<file path="config.mk">
export PLATFORM = sky130hd
export DESIGN_NAME = tmr_timer
export DESIGN_NICKNAME = d
export VERILOG_FILES = /design/src/inc/tmr_pkg.sv /design/src/hw/tmr_timer.sv
export VERILOG_INCLUDE_DIRS = /design/src /design/src/inc
export SDC_FILE = /design/constraint.sdc
export NUM_CORES = 1
export LEC_CHECK = 0
export ABC_CLOCK_PERIOD_IN_PS = 5000
export BUFFER_PORTS_ARGS = -buffer_cell sky130_fd_sc_hd__buf_2
export CORE_AREA = 2 2 72 74
export DETAILED_ROUTE_END_ITERATION = 8
export DIE_AREA = 0 0 74 76
export PLACE_DENSITY_LB_ADDON = 0.2
export SYNTH_ARGS = -nofsm -noshare
export SYNTH_HDL_FRONTEND = slang
export SYNTH_SLANG_ARGS = --single-unit
</file>
<file path="constraint.sdc">
create_clock -name clk_sys -period 5 [get_ports clk_sys]
set_input_delay 0.75 -clock clk_sys [delete_from_list [all_inputs] [get_ports clk_sys]]
set_output_delay 0.75 -clock clk_sys [all_outputs]
set_load 0.02 [all_outputs]
</file>
<file path="src/inc/tmr_cfg.svh">
`ifndef TMR_CFG_SVH
`define TMR_CFG_SVH

// ==========================================================
// Register byte offsets
`define TMR_OFS_COUNT 8'h00
`define TMR_OFS_OPTION 8'h04
`define TMR_OFS_INTCTL 8'h08
`define TMR_OFS_STATUS 8'h0c
`define TMR_OFS_MASK 8'h10

// ==========================================================
// Option register fields
`define TMR_OPT_SEL_LSB 0
`define TMR_OPT_SEL_MSB 2
`define TMR_OPT_BYPASS 3
`define TMR_OPT_EDGE_FALL 4
`define TMR_OPT_CNT_MODE 5

// ==========================================================
// Interrupt control, status and mask fields
`define TMR_ICTL_FLAG 2
`define TMR_ICTL_IRQ_EN 5
`define TMR_IRQ_OVF 0

// ==========================================================
// Reset values
`define TMR_RST_COUNT 8'h00
`define TMR_RST_PSC 8'h00
`define TMR_RST_SEL 3'h0
`define TMR_RST_BYPASS 1'b1
`define TMR_RST_EDGE_FALL 1'b0
`define TMR_RST_CNT_MODE 1'b0
`define TMR_RST_RDATA 32'h0000_0000

// ==========================================================
// Timing: clock phases per instruction cycle
`define TMR_Q_PER_CYCLE 4

`endif

</file>
<file path="src/inc/tmr_pkg.sv">
package tmr_pkg;

    // ======================================================
    // Instruction clock phase
    typedef enum logic [1:0] {
        TMR_Q1 = 2'b00,
        TMR_Q2 = 2'b01,
        TMR_Q3 = 2'b10,
        TMR_Q4 = 2'b11
    } tmr_qph_type;

    // ======================================================
    // Whole state of the timer
    typedef struct packed {
        logic [7:0] count;
        logic [7:0] psc;
        logic [2:0] sel;
        logic bypass;
        logic edge_fall;
        logic cnt_mode;
        logic flag;
        logic irq_en;
        tmr_qph_type qph;
        logic [2:0] pin_sync;
        logic tgl;
        logic q2s;
        logic q4s;
        logic [31:0] rdata;
    } tmr_state_type;

endpackage

</file>
<file path="src/hw/tmr_timer.sv">
// What this block does
// - Prescaler used only while bypass bit clear
// - Eight ratios 1:2 to 1:256 by select
// - Bypass set counts every event, ratio 1:1
// - Prescaler count never readable nor writable
// - Count register write clears prescaler
// - Wrap from ff to 00 sets flag
// - Flag sets even with interrupt disabled
// - Flag stays set until software clears
// - Interrupt only when flag and enable set
// - External edges sampled at Q2 and Q4
// - Sleep stops all counting
// - Count held through sleep, resumes after
`include "tmr_cfg.svh"
`timescale 1ns/1ps
`default_nettype none

module tmr_timer #(
    // Sizes; the logic serves only these values
    parameter int COUNT_W = 8,
    parameter int SEL_W = 3,
    parameter int SYNC_STAGES = 2
) (
    // Clock and reset
    input wire logic clk_sys,
    input wire logic arst_n,
    // APB slave
    input wire logic psel,
    input wire logic penable,
    input wire logic pwrite,
    input wire logic [7:0] paddr,
    input wire logic [31:0] pwdata,
    input wire logic [3:0] pstrb,
    output logic [31:0] prdata,
    output logic pready,
    output logic pslverr,
    // Core side
    input wire logic sleep_active,
    input wire logic ext_count_in,
    // Interrupt
    output logic irq
);

    // ======================================================
    // State
    tmr_pkg::tmr_state_type r;
    tmr_pkg::tmr_state_type n;

    logic setup_rd;
    logic wr_acc;
    logic mapped;
    logic cnt_wr;
    logic clr_req;
    logic pin_edge;
    logic ev;
    logic psc_full;
    logic ptick;
    logic ext_inc;
    logic inc;
    logic [7:0] low_mask;

    // ======================================================
    // Elaboration check
    if (COUNT_W != 8 || SEL_W != 3 || SYNC_STAGES != 2) begin : g_size_check
        $error("tmr_timer serves only its default sizes");
    end

    // ======================================================
    // Bus decode
    assign setup_rd = psel && !penable && !pwrite;
    assign wr_acc = psel && penable && pwrite && pstrb[0];
    assign mapped = (paddr == `TMR_OFS_COUNT) ||
                    (paddr == `TMR_OFS_OPTION) ||
                    (paddr == `TMR_OFS_INTCTL) ||
                    (paddr == `TMR_OFS_STATUS) ||
                    (paddr == `TMR_OFS_MASK);
    assign cnt_wr = wr_acc && (paddr == `TMR_OFS_COUNT);
    assign clr_req = wr_acc && (
        ((paddr == `TMR_OFS_INTCTL) && pwdata[`TMR_ICTL_FLAG]) ||
        ((paddr == `TMR_OFS_STATUS) && pwdata[`TMR_IRQ_OVF]));

    assign pready = 1'b1;
    assign pslverr = psel && penable && !mapped;
    assign prdata = r.rdata;

    // ======================================================
    // Event source
    // Second and third sync stages form the edge detector
    assign pin_edge = r.edge_fall ?
        (!r.pin_sync[1] && r.pin_sync[2]) :
        (r.pin_sync[1] && !r.pin_sync[2]);

    // Paused in sleep; mode picks the source
    assign ev = !sleep_active && (r.cnt_mode ? pin_edge :
        (r.qph == tmr_pkg::TMR_Q4));

    // ======================================================
    // Prescaler
    // Select 0 wraps bit 0 (1:2), select 7 wraps bit 7 (1:256)
    assign low_mask = 8'((9'h002 << r.sel) - 9'h001);
    assign psc_full = &(r.psc | ~low_mask);
    assign ptick = r.bypass ? ev : (ev && psc_full);

    // ======================================================
    // Counter mode sampling at Q2 then Q4
    assign ext_inc = (r.qph == tmr_pkg::TMR_Q4) && (r.q2s != r.q4s);
    assign inc = !sleep_active && (r.cnt_mode ? ext_inc : ptick);

    assign irq = r.flag && r.irq_en;

    // ======================================================
    // Next state
    always_comb begin
        n = r;
        n.pin_sync = {r.pin_sync[1:0], ext_count_in};
        if (!sleep_active) begin
            unique case (r.qph)
                tmr_pkg::TMR_Q1: n.qph = tmr_pkg::TMR_Q2;
                tmr_pkg::TMR_Q2: n.qph = tmr_pkg::TMR_Q3;
                tmr_pkg::TMR_Q3: n.qph = tmr_pkg::TMR_Q4;
                tmr_pkg::TMR_Q4: n.qph = tmr_pkg::TMR_Q1;
            endcase
            if (r.qph == tmr_pkg::TMR_Q2) begin
                n.q2s = r.tgl;
            end
            if (r.qph == tmr_pkg::TMR_Q4) begin
                n.q4s = r.q2s;
            end
        end
        if (ev && !r.bypass) begin
            n.psc = r.psc + 8'h01;
        end
        if (ptick) begin
            n.tgl = ~r.tgl;
        end
        // Sleep leaves count untouched
        if (inc) begin
            n.count = r.count + 8'h01;
        end
        if (wr_acc) begin
            unique case (paddr)
                `TMR_OFS_COUNT: begin
                    n.count = pwdata[7:0];
                    n.psc = `TMR_RST_PSC;
                    n.q2s = r.tgl;
                    n.q4s = r.tgl;
                end
                `TMR_OFS_OPTION: begin
                    n.sel = pwdata[`TMR_OPT_SEL_MSB:`TMR_OPT_SEL_LSB];
                    n.bypass = pwdata[`TMR_OPT_BYPASS];
                    n.edge_fall = pwdata[`TMR_OPT_EDGE_FALL];
                    n.cnt_mode = pwdata[`TMR_OPT_CNT_MODE];
                end
                `TMR_OFS_INTCTL: begin
                    n.irq_en = pwdata[`TMR_ICTL_IRQ_EN];
                end
                `TMR_OFS_MASK: begin
                    n.irq_en = pwdata[`TMR_IRQ_OVF];
                end
                default: begin
                end
            endcase
        end
        // Only software clears; a wrap in the same cycle wins
        if (clr_req) begin
            n.flag = 1'b0;
        end
        if (inc && !cnt_wr && (r.count == 8'hff)) begin
            n.flag = 1'b1;
        end
        // Prescaler has no read path
        if (setup_rd) begin
            n.rdata = 32'h0000_0000;
            unique case (paddr)
                `TMR_OFS_COUNT: n.rdata[7:0] = r.count;
                `TMR_OFS_OPTION: begin
                    n.rdata[`TMR_OPT_SEL_MSB:`TMR_OPT_SEL_LSB] = r.sel;
                    n.rdata[`TMR_OPT_BYPASS] = r.bypass;
                    n.rdata[`TMR_OPT_EDGE_FALL] = r.edge_fall;
                    n.rdata[`TMR_OPT_CNT_MODE] = r.cnt_mode;
                end
                `TMR_OFS_INTCTL: begin
                    n.rdata[`TMR_ICTL_FLAG] = r.flag;
                    n.rdata[`TMR_ICTL_IRQ_EN] = r.irq_en;
                end
                `TMR_OFS_STATUS: n.rdata[`TMR_IRQ_OVF] = r.flag;
                `TMR_OFS_MASK: n.rdata[`TMR_IRQ_OVF] = r.irq_en;
                default: begin
                end
            endcase
        end
    end

    // ======================================================
    // Registers
    always_ff @(posedge clk_sys or negedge arst_n) begin
        if (!arst_n) begin
            r.count <= `TMR_RST_COUNT;
            r.psc <= `TMR_RST_PSC;
            r.sel <= `TMR_RST_SEL;
            r.bypass <= `TMR_RST_BYPASS;
            r.edge_fall <= `TMR_RST_EDGE_FALL;
            r.cnt_mode <= `TMR_RST_CNT_MODE;
            r.flag <= 1'b0;
            r.irq_en <= 1'b0;
            r.qph <= tmr_pkg::TMR_Q1;
            r.pin_sync <= 3'h0;
            r.tgl <= 1'b0;
            r.q2s <= 1'b0;
            r.q4s <= 1'b0;
            r.rdata <= `TMR_RST_RDATA;
        end else begin
            r <= n;
        end
    end
endmodule

`default_nettype wire

</file>
==> out/metrics.json <==
{
  "timing.setup.tns": {"value": 0, "unit": "ns"},
  "core_region_area": {"value": 4910, "unit": "sq um"},
  "timing.hold.worst_path_depth": {"value": 0},
  "ios": {"value": 86},
  "timing.clock.skew": {"value": 0.00506, "unit": "ns"},
  "design.die.area": {"value": 5620, "unit": "sq um"},
  "maxCapViolCount": {"value": 0},
  "slew_viol_final": {"value": 0},
  "p_sw_share": {"value": 34.5, "unit": "%"},
  "antenna_cells": {"value": 0},
  "cts-htree-levels": {"value": 2},
  "synthMostInstantiatedCell": {"value": "dfrtp_1"},
  "share_of_the_core_filled_with_cells_in_the_final_layout": {"value": 54.8, "unit": "%"},
  "max_freq": {"value": 405, "unit": "MHz"},
  "grt_start_max_net_pins": {"value": 41},
  "finalWirelength": {"value": 4.69, "unit": "mm"},
  "sink_count": {"value": 40},
  "vias": {"value": 1881},
  "ctsRootBufferMaster": {"value": "clkbuf_8"},
  "worstPathMaxFanout": {"value": 8},
  "yosys.cell_types.count": {"value": 52},
  "antenna_left": {"value": 0},
  "timing_worst_slew_pin_value": {"value": 0.887, "unit": "ns"},
  "run_status": {"value": "finished clean"},
  "tritoncts": {"value": "yes"},
  "ctsResizeCount": {"value": 0},
  "edff_count_synth": {"value": 0},
  "yosys_reg_bits": {"value": 40},
  "grt_pass1_vias": {"value": 1747},
  "yosys_top_cell_by_area": {"value": "dfrtp_1"},
  "place_congestion": {"value": 0.767},
  "period_minus_slack": {"value": 2.47, "unit": "ns"},
  "r2r.worst_path.cells": {"value": 9},
  "cellLeakagePower": {"value": 0.00127, "unit": "uW"},
  "postCtsHoldBufs": {"value": 0},
  "ys_top_cells_by_count": {"value": "dfrtp_1, buf_4, nand2_1, nor2_1, o21ai_0"},
  "drt-vias-per-instance": {"value": 5.14},
  "place.port_buffers": {"value": 33},
  "setup_viol": {"value": 0},
  "filler_cell_count": {"value": 471},
  "grt_antenna_before_repair": {"value": 0},
  "cts_max_path_buffers": {"value": 2},
  "cell_internal_power": {"value": 607, "unit": "uW"},
  "postCtsSetupBuffers": {"value": 0},
  "timing.rr.start": {"value": "r[47]"},
  "hp-class": {"value": "reg -> reg"},
  "die-width": {"value": 74, "unit": "microns"},
  "synthArstFlopShare": {"value": 100, "unit": "%"},
  "drt_drc_violations_left": {"value": 0},
  "hold-worst-slack": {"value": 0.353, "unit": "ns"},
  "drt-initial-drc-count": {"value": 109},
  "dr.pass1.iters": {"value": 4},
  "ir_drop": {"value": 0.235, "unit": "mV"},
  "post_synth_main_area_contributors": {"value": "dfrtp_1, buf_4, nand2_1"},
  "crit_arrival": {"value": 2.65, "unit": "ns"},
  "layout-drive-gt1-share": {"value": 20.3, "unit": "%"},
  "synth-seq-area-share": {"value": 39.2, "unit": "%"},
  "yosys_warnings": {"value": 0},
  "nNetsFinal": {"value": 353},
  "syn_inst": {"value": 274},
  "min_to": {"value": "n[37]"},
  "setup_repair_after_global_routing_missed_its_margin": {"value": "no"},
  "slew_headroom": {"value": 40.9, "unit": "%"},
  "clock_power_share": {"value": 24.3, "unit": "%"},
  "grt.overflow.total": {"value": 0},
  "clock_insertion_delay_worst_skew": {"value": 0.30, "unit": "ns"},
  "timing.final.crit_share": {"value": 49.4, "unit": "%"},
  "register_to_register_setup_slack": {"value": 2.53, "unit": "ns"},
  "hp-start": {"value": "n[36]"},
  "die_height": {"value": 76, "unit": "microns"},
  "place.detailed.hpwl": {"value": 3.40, "unit": "mm"},
  "global_route.usage.total": {"value": 18.0, "unit": "%"},
  "power.share.sequential": {"value": 47.9, "unit": "%"},
  "cts-buffers-inserted": {"value": 5},
  "total_switching_power": {"value": 319, "unit": "uW"},
  "cp.required": {"value": 5.18, "unit": "ns"},
  "fp-row-count": {"value": 26},
  "setup.worst_path.class": {"value": "reg -> reg"},
  "syn_avg_cell_area": {"value": 9.32, "unit": "sq um"},
  "portion_of_total_power_attributed_to_combinational_logic": {"value": 27.9, "unit": "%"},
  "grt_pass1_wl": {"value": 7.97, "unit": "mm"},
  "avgRoutedWirePerCell": {"value": 12.8, "unit": "microns"},
  "r2r-end": {"value": "r[60]"},
  "timing.critical_path.from_type": {"value": "flop"},
  "synthesis.area": {"value": 2550, "unit": "sq um"},
  "layout-area-overhead-vs-synth": {"value": 5.34, "unit": "%"},
  "synth_top_area_share": {"value": 38.2, "unit": "%"},
  "cts.clk_slew.worst_paths": {"value": 0.08, "unit": "ns"},
  "dominantRegCellSynth": {"value": "dfrtp_1"},
  "power_density_cells": {"value": 344, "unit": "nW/um^2"},
  "timing_hold_violations_final": {"value": 0},
  "floorplan.initialDensity": {"value": 52.0, "unit": "%"},
  "critPathCaptureType": {"value": "flop"}
}
[routing by layer]
| layer | track usage, % | wire (microns) | up-vias |
|---|---|---|---|
| li1 | - | - | 938 |
| met1 | 23.4 | 2120 | 900 |
| met2 | 29.9 | 2320 | 36 |
| met3 | 3.70 | 190 | 7 |
| met4 | 5.45 | 65 | 0 |
| met5 | 0 | 0 | - |
[placed cells by master (no fill, tap or decap), types with 4 or more instances in the layout]
| cell | instances |
|---|---|
| a21oi_1 | 10 |
| a31oi_1 | 5 |
| and3_1 | 4 |
| buf_2 | 33 |
| clkbuf_8 | 6 |
| conb_1 | 25 |
| dfrtp_1 | 39 |
| ha_1 | 7 |
| inv_1 | 10 |
| mux2_2 | 8 |
| mux2i_1 | 10 |
| nand2_1 | 32 |
| nand3_1 | 4 |
| nand4_1 | 6 |
| nor2_1 | 22 |
| nor3_1 | 6 |
| o21ai_0 | 13 |
| xnor2_1 | 4 |
| xor2_1 | 8 |
[worst max-delay path, stage by stage, from the launching register on]
cell,delay [ns]
dfrtp_1,0.48
nor2_1,0.17
nand2_1,0.07
ha_1,0.28
o21ai_0,0.07
a31oi_1,0.15
o211ai_1,0.13
o21ai_0,0.28
nand3_1,0.29
a311o_1,0.43
[logic make-up (layout without fill, tap and decap cells)]
kind of cell	Yosys count	count (layout)	synth area share, %
xor+xnor	12	12	4.11
fa+ha+maj	8	8	3.82
compound gates	47	47	12.1
other cells	2	25	0.294
mux	18	18	7.44
buf+inv	53	52	13.3
flops	40	40	39.2
simple gates	94	94	19.6
[state kept, by name, summed over array words and instances, names as in the netlist]
name,count
r,30
prdata,8
n,2
[power by group through the flow]
stage | clock network (uW) | logic [uW] | registers, uW
global route | 243 | 299 | 456
floorplan | 0 | 226 | 433
detailed placement | 0 | 259 | 450
global placement | 0 | 255 | 448
CTS | 232 | 261 | 444
finish | 225 | 258 | 443
[stage by stage]
stage / cells / power (uW) / setup slack, ns / area (sq um)
2_1_floorplan: 297 / 659 / 2.58 / 2640
4_1_cts: 366 / 936 / 2.52 / 2690
5_1_grt: 366 / 997 / 2.27 / 2690
6_report: 366 / 927 / 2.53 / 2690
3_5_place_dp: 358 / 709 / 2.38 / 2600
3_3_place_gp: 358 / 703 / 2.40 / 2600
[worst max-delay path by stage]
stage          slack [ns]     start  depth (start not counted)  endpoint
2_1_floorplan        2.58  paddr[1]                          9     r[60]
3_3_place_gp         2.40  paddr[1]                          8     r[60]
3_5_place_dp         2.38  paddr[1]                          8     r[60]
4_1_cts              2.52     r[47]                          9     r[60]
5_1_grt              2.27     r[47]                          9     r[60]
6_report             2.53     r[47]                          9     r[60]
[final cells by class]
class | instances | area, sq um | share of cell area, %
Sequential cell | 40 | 1000 | 37.2
Inverter | 10 | 37.5 | 1.39
Tap cell | 70 | 87.6 | 3.25
Clock buffer | 6 | 82.6 | 3.07
Timing Repair Buffer | 34 | 173 | 6.42
Clock inverter | 2 | 10.0 | 0.372
Multi-Input combinational cell | 204 | 1300 | 48.3
Note: power is estimated with default switching activity, not from simulation.
